$ cat config.mk
export PLATFORM = sky130hd
export DESIGN_NAME = frp_sequencer
export DESIGN_NICKNAME = d
export VERILOG_FILES = /design/src/rtl/frp_pkg.sv /design/src/rtl/frp_row_buffer.sv /design/src/rtl/frp_sequencer.sv
export SDC_FILE = /design/constraint.sdc
export NUM_CORES = 2
export LEC_CHECK = 0
export ABC_AREA = 0
export BUFFER_PORTS_ARGS = -buffer_cell sky130_fd_sc_hd__buf_2
export CORE_ASPECT_RATIO = 0.5
export CORE_MARGIN = 4
export CORE_UTILIZATION = 24
export DETAILED_ROUTE_END_ITERATION = 8
export MAX_ROUTING_LAYER = met4
export SYNTH_ARGS = -nofsm -noshare
export SYNTH_HDL_FRONTEND = slang
export SYNTH_SLANG_ARGS = --single-unit
$ cat constraint.sdc
create_clock -name ref_clk -period 3.1 [get_ports ref_clk]
set_clock_uncertainty 0.15 [all_clocks]
set_input_delay 0.775 -clock ref_clk [delete_from_list [all_inputs] [get_ports ref_clk]]
set_output_delay 0.775 -clock ref_clk [all_outputs]
set_load 0.005 [all_outputs]
$ cat src/rtl/frp_pkg.sv
package frp_pkg;
	localparam int unsigned CTL_W          = 16;
	localparam int unsigned BIT_START      = 15;
	localparam int unsigned BIT_ENABLE     = 14;
	localparam int unsigned BIT_SEQ_ERR    = 13;
	localparam int unsigned BIT_ERASE      = 6;
	localparam int unsigned OP_LSB         = 0;
	localparam int unsigned OP_W           = 4;
	localparam logic [15:0] CTL_RESET      = 16'h0000;
	localparam logic [15:0] CTL_WMASK      = 16'h404F;
	localparam logic [3:0]  OP_PAGE_ERASE  = 4'h2;
	localparam logic [3:0]  OP_ROW_PROG    = 4'h1;
	localparam logic [7:0]  KEY_FIRST      = 8'h55;
	localparam logic [7:0]  KEY_SECOND     = 8'hAA;
	localparam int unsigned ROW_WORDS      = 64;
	localparam int unsigned PAGE_WORDS     = 512;
	localparam int unsigned ADDR_W         = 24;
	localparam int unsigned WORD_W         = 24;
	localparam int unsigned ROW_AW         = $clog2(ROW_WORDS);
	// word address = byte address / 2 (two address units per instruction)
	localparam int unsigned PAGE_ALIGN     = $clog2(PAGE_WORDS) + 1;
	localparam int unsigned ROW_ALIGN      = ROW_AW + 1;
	localparam int unsigned CLK_HZ         = 10_000_000;
	localparam int unsigned OP_TIME_US     = 4_000;
	localparam int unsigned OP_CYCLES      = OP_TIME_US * (CLK_HZ / 1_000_000);
	typedef enum logic [1:0] {FRP_IDLE, FRP_ERASE, FRP_PROG} frp_state_e;
endpackage : frp_pkg

$ cat src/rtl/frp_row_buffer.sv
`timescale 1ns/1ps
// holding latches for one row; low word and high byte written separately
module frp_row_buffer
	import frp_pkg::*;
#(
	parameter int unsigned DEPTH = ROW_WORDS,
	parameter int unsigned AW    = ROW_AW
) (
	input  wire logic              ref_clk,
	input  wire logic              reset,
	input  wire logic              wr_low,
	input  wire logic              wr_high,
	input  wire logic [AW-1:0]     wr_index,
	input  wire logic [15:0]       wr_low_data,
	input  wire logic [7:0]        wr_high_data,
	input  wire logic [AW-1:0]     rd_index,
	output logic      [WORD_W-1:0] rd_data
);
	logic [WORD_W-1:0] mem [DEPTH];

	always_ff @(posedge ref_clk) begin
		if (wr_low) begin
			mem[wr_index][15:0] <= wr_low_data;
		end
		if (wr_high) begin
			mem[wr_index][23:16] <= wr_high_data;
		end
	end

	always_ff @(posedge ref_clk) begin
		if (reset) begin
			rd_data <= '0;
		end else begin
			rd_data <= mem[rd_index];
		end
	end
endmodule : frp_row_buffer

$ cat src/rtl/frp_sequencer.sv
`timescale 1ns/1ps
// Contract
// - select field 0010 with erase and enable set starts page erase
// - an operation runs only after keys 55h then AAh
// - start bit begins erase, cpu stalls, start bit clears when done
// - select 0001, erase clear, enable set starts row programming
// - row programming stalls the cpu, start bit self-clears when written
// - low store fills bits 15:0, high store fills 23:16, latch picked by table address bits 6:1
// - sequence error set on an improper start or termination
// - each self-timed operation lasts nominally 4 ms
// - key register is write-only, eight bits, reads zero
// - cleared enable bit inhibits every program and erase
module frp_sequencer
	import frp_pkg::*;
#(
	parameter int unsigned OP_CYCLES_P = OP_CYCLES
) (
	input  wire logic              ref_clk,
	input  wire logic              reset,
	input  wire logic              ctl_wr,
	input  wire logic [CTL_W-1:0]  ctl_wdata,
	output logic      [CTL_W-1:0]  ctl_rdata,
	input  wire logic              key_wr,
	input  wire logic [CTL_W-1:0]  key_wdata,
	output logic      [CTL_W-1:0]  key_rdata,
	input  wire logic              other_wr,
	input  wire logic              abort_op,
	input  wire logic              store_low,
	input  wire logic              store_high,
	input  wire logic [ADDR_W-1:0] table_addr,
	input  wire logic [15:0]       store_data,
	output logic                   cpu_stall,
	output logic                   flash_erase,
	output logic                   flash_prog,
	output logic      [ADDR_W-1:0] flash_addr,
	output logic      [ROW_AW-1:0] flash_index,
	output logic      [WORD_W-1:0] flash_wdata,
	output logic                   op_done
);
	localparam int unsigned AW_O = ROW_AW;
	localparam int unsigned CNT_W = $clog2(OP_CYCLES_P + 1);

	typedef enum logic [1:0] {KEY_NONE, KEY_GOT55, KEY_ARMED} frp_key_e;

	frp_state_e       state;
	frp_state_e       next_state;
	frp_key_e         key_state;
	frp_key_e         next_key_state;
	logic             start;
	logic             enable;
	logic             seq_err;
	logic             erase_sel;
	logic [OP_W-1:0]  op_sel;
	logic [CNT_W-1:0] timer;
	logic [ADDR_W-1:0] op_addr;
	logic [ADDR_W-1:0] latch_addr;
	logic [AW_O-1:0]  rd_index;

	function automatic logic [ADDR_W-1:0] align_down(
		input logic [ADDR_W-1:0] a,
		input int unsigned       bits
	);
		logic [ADDR_W-1:0] m;
		// clears the low bits so any address inside a page or row picks its base
		m = '1;
		align_down = a & (m << bits);
	endfunction : align_down

	wire logic set_start   = ctl_wr && ctl_wdata[BIT_START] && !start;
	wire logic is_erase    = erase_sel && (op_sel == OP_PAGE_ERASE);
	wire logic is_prog     = !erase_sel && (op_sel == OP_ROW_PROG);
	// keys must be the last two writes before start; any other write disarms
	wire logic armed       = (key_state == KEY_ARMED);
	// the op check sees the fields stored before this write, so config first
	wire logic go          = set_start && armed && enable
	                         && (is_erase || is_prog);
	wire logic bad_start   = set_start && !go;
	// compare against one less: the op then spans exactly OP_CYCLES_P cycles
	wire logic timer_done  = (timer == CNT_W'(OP_CYCLES_P - 1));
	wire logic busy        = (state != FRP_IDLE);
	wire logic terminate   = busy && abort_op;
	wire logic op_end      = busy && (timer_done || terminate);
	// control is frozen while busy since the cpu is stalled
	wire logic ctl_take    = ctl_wr && !busy;
	// a fresh 55h restarts the pair at any time, even when already armed
	wire logic key_first   = key_wr && (key_wdata[7:0] == KEY_FIRST);
	wire logic key_second  = key_wr && (key_wdata[7:0] == KEY_SECOND);
	// table stores are writes as well, so they break the pair too
	wire logic disarm      = ctl_wr || other_wr || store_low || store_high;

	// unimplemented bits read back as zero
	assign ctl_rdata = {start, enable, seq_err, 6'h00, erase_sel,
	                    2'b00, op_sel};
	assign key_rdata = '0;
	// stall follows the state register, so it drops with the start bit
	assign cpu_stall = busy;
	assign flash_erase = (state == FRP_ERASE);
	assign flash_prog  = (state == FRP_PROG);
	assign flash_addr  = op_addr;

	always_comb begin
		next_state = state;
		case (state)
			FRP_IDLE: begin
				if (go) begin
					next_state = is_erase ? FRP_ERASE : FRP_PROG;
				end
			end
			FRP_ERASE, FRP_PROG: begin
				if (timer_done || terminate) begin
					next_state = FRP_IDLE;
				end
			end
			default: next_state = FRP_IDLE;
		endcase
	end

	always_comb begin
		next_key_state = key_state;
		if (key_first) begin
			next_key_state = KEY_GOT55;
		end else if (key_second && key_state == KEY_GOT55) begin
			next_key_state = KEY_ARMED;
		end else if (key_wr || disarm) begin
			next_key_state = KEY_NONE;
		end
	end

	always_ff @(posedge ref_clk) begin
		if (reset) begin
			key_state <= KEY_NONE;
		end else begin
			key_state <= next_key_state;
		end
	end

	always_ff @(posedge ref_clk) begin
		if (reset) begin
			state     <= FRP_IDLE;
			start     <= CTL_RESET[BIT_START];
			enable    <= CTL_RESET[BIT_ENABLE];
			seq_err   <= CTL_RESET[BIT_SEQ_ERR];
			erase_sel <= CTL_RESET[BIT_ERASE];
			op_sel    <= CTL_RESET[OP_LSB +: OP_W];
			timer     <= '0;
			op_addr   <= '0;
			op_done   <= 1'b0;
		end else begin
			state   <= next_state;
			op_done <= op_end;
			timer   <= busy ? timer + CNT_W'(1) : '0;
			if (ctl_take) begin
				enable    <= ctl_wdata[BIT_ENABLE];
				erase_sel <= ctl_wdata[BIT_ERASE];
				op_sel    <= ctl_wdata[OP_LSB +: OP_W];
			end
			if (go) begin
				start   <= 1'b1;
				op_addr <= is_erase ? align_down(latch_addr, PAGE_ALIGN)
				                    : align_down(latch_addr, ROW_ALIGN);
			end else if (op_end) begin
				start <= 1'b0;
			end
			// set wins over a software clear written in the same cycle
			if (bad_start || terminate) begin
				seq_err <= 1'b1;
			end else if (go) begin
				seq_err <= 1'b0;
			end else if (ctl_take) begin
				seq_err <= ctl_wdata[BIT_SEQ_ERR];
			end
		end
	end

	// remembers the last table address; an erase takes its page from it
	always_ff @(posedge ref_clk) begin
		if (reset) begin
			latch_addr <= '0;
		end else if (store_low || store_high) begin
			latch_addr <= table_addr;
		end
	end

	// the flash array is fed one latch per cycle during programming
	// the index lags the read address a cycle to pair with the latch output
	always_ff @(posedge ref_clk) begin
		if (reset) begin
			rd_index    <= '0;
			flash_index <= '0;
		end else begin
			rd_index    <= flash_prog ? rd_index + AW_O'(1) : '0;
			flash_index <= rd_index;
		end
	end

	frp_row_buffer #(
		.DEPTH (ROW_WORDS),
		.AW    (AW_O)
	) u_buf (
		.ref_clk      (ref_clk),
		.reset        (reset),
		.wr_low       (store_low && !busy),
		.wr_high      (store_high && !busy),
		.wr_index     (table_addr[ROW_AW:1]),
		.wr_low_data  (store_data),
		.wr_high_data (store_data[7:0]),
		.rd_index     (rd_index),
		.rd_data      (flash_wdata)
	);
endmodule : frp_sequencer

; Yosys cells after proc, flatten, opt, wreduce, memory -nomap -nowiden
; Memory sizes are Yosys's and may differ from the RTL's. A register that Yosys moved wholly into a read port is not among the register bits.
; Index checks and enable logic that the tools add are counted.
[totals]
regBits = 89
ramBits = 1536
input_bits = 80
output_inout_bits = 90
wordCells = 86
n_memories = 1
[memory_table]
columns = name, depth, word_bits, rd, rd_clocked_by_memory_dff, wr, line
row1 = u_buf.mem, 64, 24, 1, 1, 1, frp_row_buffer.sv:19  ; logic [WORD_W-1:0] mem [DEPTH];
[classes]
n_addsub = 2
n_eq_ne = 11
n_mux = 17
n_bitwise = 2
reduce_logical = 39
[ops]
columns = op, n
row1 = "adder 16 x 1 -> 16 bit, second input constant", 1
row2 = "equality test 16 bit, second input constant", 1
row3 = logical AND 1 bit, 16
row4 = 2-to-1 mux 1 bit, 10
row5 = 2-to-1 mux 10 bit, 1
row6 = 2-to-1 mux 2 bit, 5
row7 = "equality test 8 x 7 -> 1 bit, second input constant", 1
row8 = "equality test 8 bit, second input constant", 1
row9 = logical OR 1 bit, 8
row10 = OR reduction 2 bit, 4
row11 = "adder 6 x 1 -> 6 bit, second input constant", 1
row12 = nonzero test 2 bit, 3
row13 = nonzero test 3 bit, 2
row14 = "equality test 2 x 1 -> 1 bit, second input constant", 2
row15 = "equality test 2 bit, second input constant", 2
row16 = "equality test 4 x 1 -> 1 bit, second input constant", 1
row17 = "equality test 4 x 2 -> 1 bit, second input constant", 1
row18 = zero test 1 bit, 4
row19 = "!= test 2 bit, second input constant", 2
row20 = one-hot mux 2 bit (2 select lines), 1
row21 = zero test 2 bit, 1
row22 = inverter 1 bit, 2
row23 = AND reduction 2 bit, 1

; Logic depth before layout (Yosys ltp)
[logic_depth]
word_depth = 9
mapped_depth = 10
ltp_nobuf = 6

; Cells and area by module
; From an unflattened synthesis, not the netlist that was laid out.
[hier_totals]
hier_cells = 3107
hier_area_um2 = 62939.1
[modules_own_cells]
columns = mod, instances, cells_each, area_each_um2, seq_area_each_um2
row1 = frp_row_buffer, 1, 2726, 59704.8, 46604.7
row2 = frp_sequencer, 1, 381, 3234.4, 1501.4

; Least setup slack after synthesis
; OpenSTA, ideal clock, no wires.
[synth_path]
kind = in2reg
startpoint = input port table_addr[5]
endpoint = memory u_buf.mem[16][0], enable pin
t_arrival_ns = 2.544
required_ns = 2.562
slack_ns = 0.017
stages = 6
n_path_buf = 2
path_cell_list = clkbuf_1 -> or3b_2 -> clkbuf_1 -> inv_1 -> nand2_1 -> nor2_1
[synth_rtl]
columns = item, line
row1 = from (decl), frp_sequencer.sv:30  ; input wire logic [ADDR_W-1:0] table_addr,
row2 = to (decl), frp_row_buffer.sv:19
; Straight into the memory's write port.

==> run_results.csv <==
group,metric,value,unit
critical_path,critPathBufInv,3,
die,die_y,370,µm
critical_path,arrival,3.53,ns
grt,grt_overflow_total,0,
clock_tree,postCtsSetupRepairBufs,0,
logic_synthesis,ys.flop_type,"edfxtp_1",
critical_path,worstPathRequired,3.57,ns
routing,first_pass_iters,6,
run_status,status,"finished clean",
grt,grt_pass1_vias,33100,
critical_path,crit_top_cell,"buf_12",
logic_synthesis,yosys.area.top_type,"edfxtp_1",
die,ios,170,
logic_synthesis,postSynthAreaPerCell,19.5,µm²
critical_path,crit_fanout,37,
sta,tightest_slew,0.900,ns
clock_tree,cts_buffers,159,
placement,placed_area,0.0698,mm²
placement,place_inst,6973,
critical_path,path_class,"flip-flop to flip-flop",
logic_synthesis,ys_seq_area_share,76.6,%
logic_synthesis,yosys_warnings,0,
sta,slew_viol_final,0,
clock_tree,cts_resized,0,
critical_path,critPathLaunchType,"flip-flop",
sta,slew_headroom,40.0,%
power_and_ir_drop,leakagePower,23.2,nW
cells_and_area,layout-drive-gt1-share,26.3,%
logic_synthesis,synth_edf_count,1536,
logic_synthesis,yosysUniqueCellTypes,59,
grt,grt_pass1_wl,233,mm
die,core.rowCount,132,
clock_tree,htreeDepth,4,
logic_synthesis,synth.top_cells.by_count,"edfxtp_1, mux4_2, mux2i_1, nor2_1, nand2_1",
logic_synthesis,syn_area,0.0628,mm²
clock_tree,cts_tree,"done",
sta,clock.fmax,327,MHz
logic_synthesis,synthCells,3226,
routing,wirelength,162,mm
critical_path,cpLargestDelayFamily,"simple AND/OR/NAND/NOR gates",
critical_path,worst_path_max_delay_cell,"mux4_2",
routing,vias,32600,
die,start_util,24.2,%
sta,fin_setup_tns,0,ns
critical_path,cp-end-kind,"flip-flop",
worst_hold_path,holdCritPathClass,"primary input to flip-flop",
grt,antenna_found_initial,18,
cells_and_area,fin_nets,3735,
power_and_ir_drop,ir_worst_vdd,0.458,mV
routing,ant_nets,0,
clock_tree,clockRootBuffer,"clkbuf_16",
routing,drcViolationCount,0,
cells_and_area,fill_cells,25300,
clock_tree,clk_latency,0.81,ns
clock_tree,cts_hold_buf,0,
die,die-area,0.270,mm²
placement,hpwlAfterDp,103,mm
logic_synthesis,ys_top_cells_by_area,"edfxtp_1, mux4_2, dfxtp_1",
sta,finalWorstPathRequiredPeriod,3.06,ns
critical_path,crit_path_cell_trace,"buf_12 -> buf_12 -> buf_12 -> mux4_2 -> a31oi_1 -> nand4_1 -> nand4b_1",
sta,fin_crit_sh,98.6,%
sta,rsz0062_at_grt,"false",
die,die_w,731,µm
cells_and_area,finalInstanceArea,0.0751,mm²
logic_synthesis,async_flop_share,0,%
placement,gp_congestion,0.821,
logic_synthesis,synth.most_common_cell,"edfxtp_1",
cells_and_area,area_delta_synth_final,19.6,%
logic_synthesis,synth_top_area_share,73.5,%
placement,io_buffers,121,
cells_and_area,post_layout_nonfiller_instances,7275,
sta,setup_violations,0,
critical_path,slowest_delay,0.51,ns
clock_tree,clock-sinks,1635,
sta,hold_violations,0,
grt,grt_use_total,12.0,%
logic_synthesis,ys_ff_latch,1635,
run,max-cap-violations,0,
grt,grt_max_degree,129,
clock_tree,clk_path_buf_depth,3,
routing,drt_iter0_markers,3410,
routing,post_drt_wl_per_cell,22.2,µm
clock_tree,clk_pin_slew,0.06,ns
routing,vias_per_cell,4.49,
power_and_ir_drop,powerDensity,589,mW/mm²
die,core,0.259,mm²
==> path summary, 6_finish.rpt <==
kind,startpoint,endpoint,slack [ns],cells past startpoint
max reg2reg,rd_index[0],u_buf.rd_data[17],0.04,7
min reg2reg,latch_addr[21],flash_addr[21],0.30,2
max,rd_index[0],u_buf.rd_data[17],0.04,7
min,table_addr[10],latch_addr[10],0.10,3
==> cells by family (layout without fill, tap and decap cells) <==
family          after synthesis  after routing  share of synthesized area (%)
flops                      1635           1635                           76.6
simple gates                512            512                           4.01
compound gates              331            331                           3.46
buf+inv                     241            770                           2.04
xor+xnor                     16             16                          0.223
mux                         485            485                           13.5
other cells                   1             37                        0.00597
fa+ha+maj                     5              5                         0.0997
==> cell type report <==
| cell class | count | area, µm² | area share [%] |
|---|---|---|---|
| sequential | 1635 | 48100 | 64.1 |
| multi-input combinational | 1380 | 13500 | 18.0 |
| clock buffer | 224 | 4430 | 5.90 |
| tap | 3484 | 4360 | 5.81 |
| timing repair buffer | 456 | 3750 | 5.00 |
| clock inverter | 72 | 793 | 1.06 |
| inverter | 18 | 67.6 | 0.0900 |
| antenna | 6 | 15.0 | 0.0200 |
==> worst min-delay path: cells and delay by family <==
kind | cells | cell delay, ns
buf+inv | 1 | 0.10
simple gates | 1 | 0.05
compound gates | 1 | 0.05
==> power by group <==
| group | total (mW) | switching (mW) | internal (mW) | leakage (nW) |
|---|---|---|---|---|
| registers | 24.3 | 0.0393 | 24.2 | 14.6 |
| clock network | 19.1 | 8.52 | 10.6 | 2.53 |
| logic | 0.805 | 0.632 | 0.173 | 6.00 |
==> stage by stage <==
stage	setup WS, ns	util [%]	hold WS, ns	power (mW)
after floorplan	0.0172	-	0.263	24.9
final	0.0421	28.9	0.100	44.2
after global routing	0.0470	28.9	0.0589	45.7
after CTS	0.0379	28.9	0.0445	44.6
after detailed placement	0.0989	26.9	0.288	25.6
after global placement	0.120	26.9	0.271	25.5
==> routing by layer <==
layer	wire (µm)	share of wire (%)	track usage, %
met5	0	0	-
met4	4080	2.5	3.30
met3	11500	7.1	2.40
met2	79000	49	19.7
met1	67200	42	15.2
==> layout by cell type, fill, tap and decap left out, types with 45 or more instances in the layout <==
cell type and count:
edfxtp_1 1536, dfxtp_1 95, mux2i_1 195, nor2_1 168, clkbuf_16 160, buf_4 294, mux4_2 279, a21oi_1 88
buf_2 113, clkbuf_1 45, buf_12 49, a22oi_1 93, nand2_1 140
==> registers in the layout, indices dropped and copies added, names as in the netlist <==
register and flops:
state 2, enable 1, u_buf.mem 1536, seq_err 1
key_state 2, timer 16, flash_addr 17, op_sel 4
op_done 1, u_buf.rd_data 24, latch_addr 17, erase_sel 1
start 1, rd_index 6, flash_index 6
No activity file was read; power rests on OpenSTA's default activity.
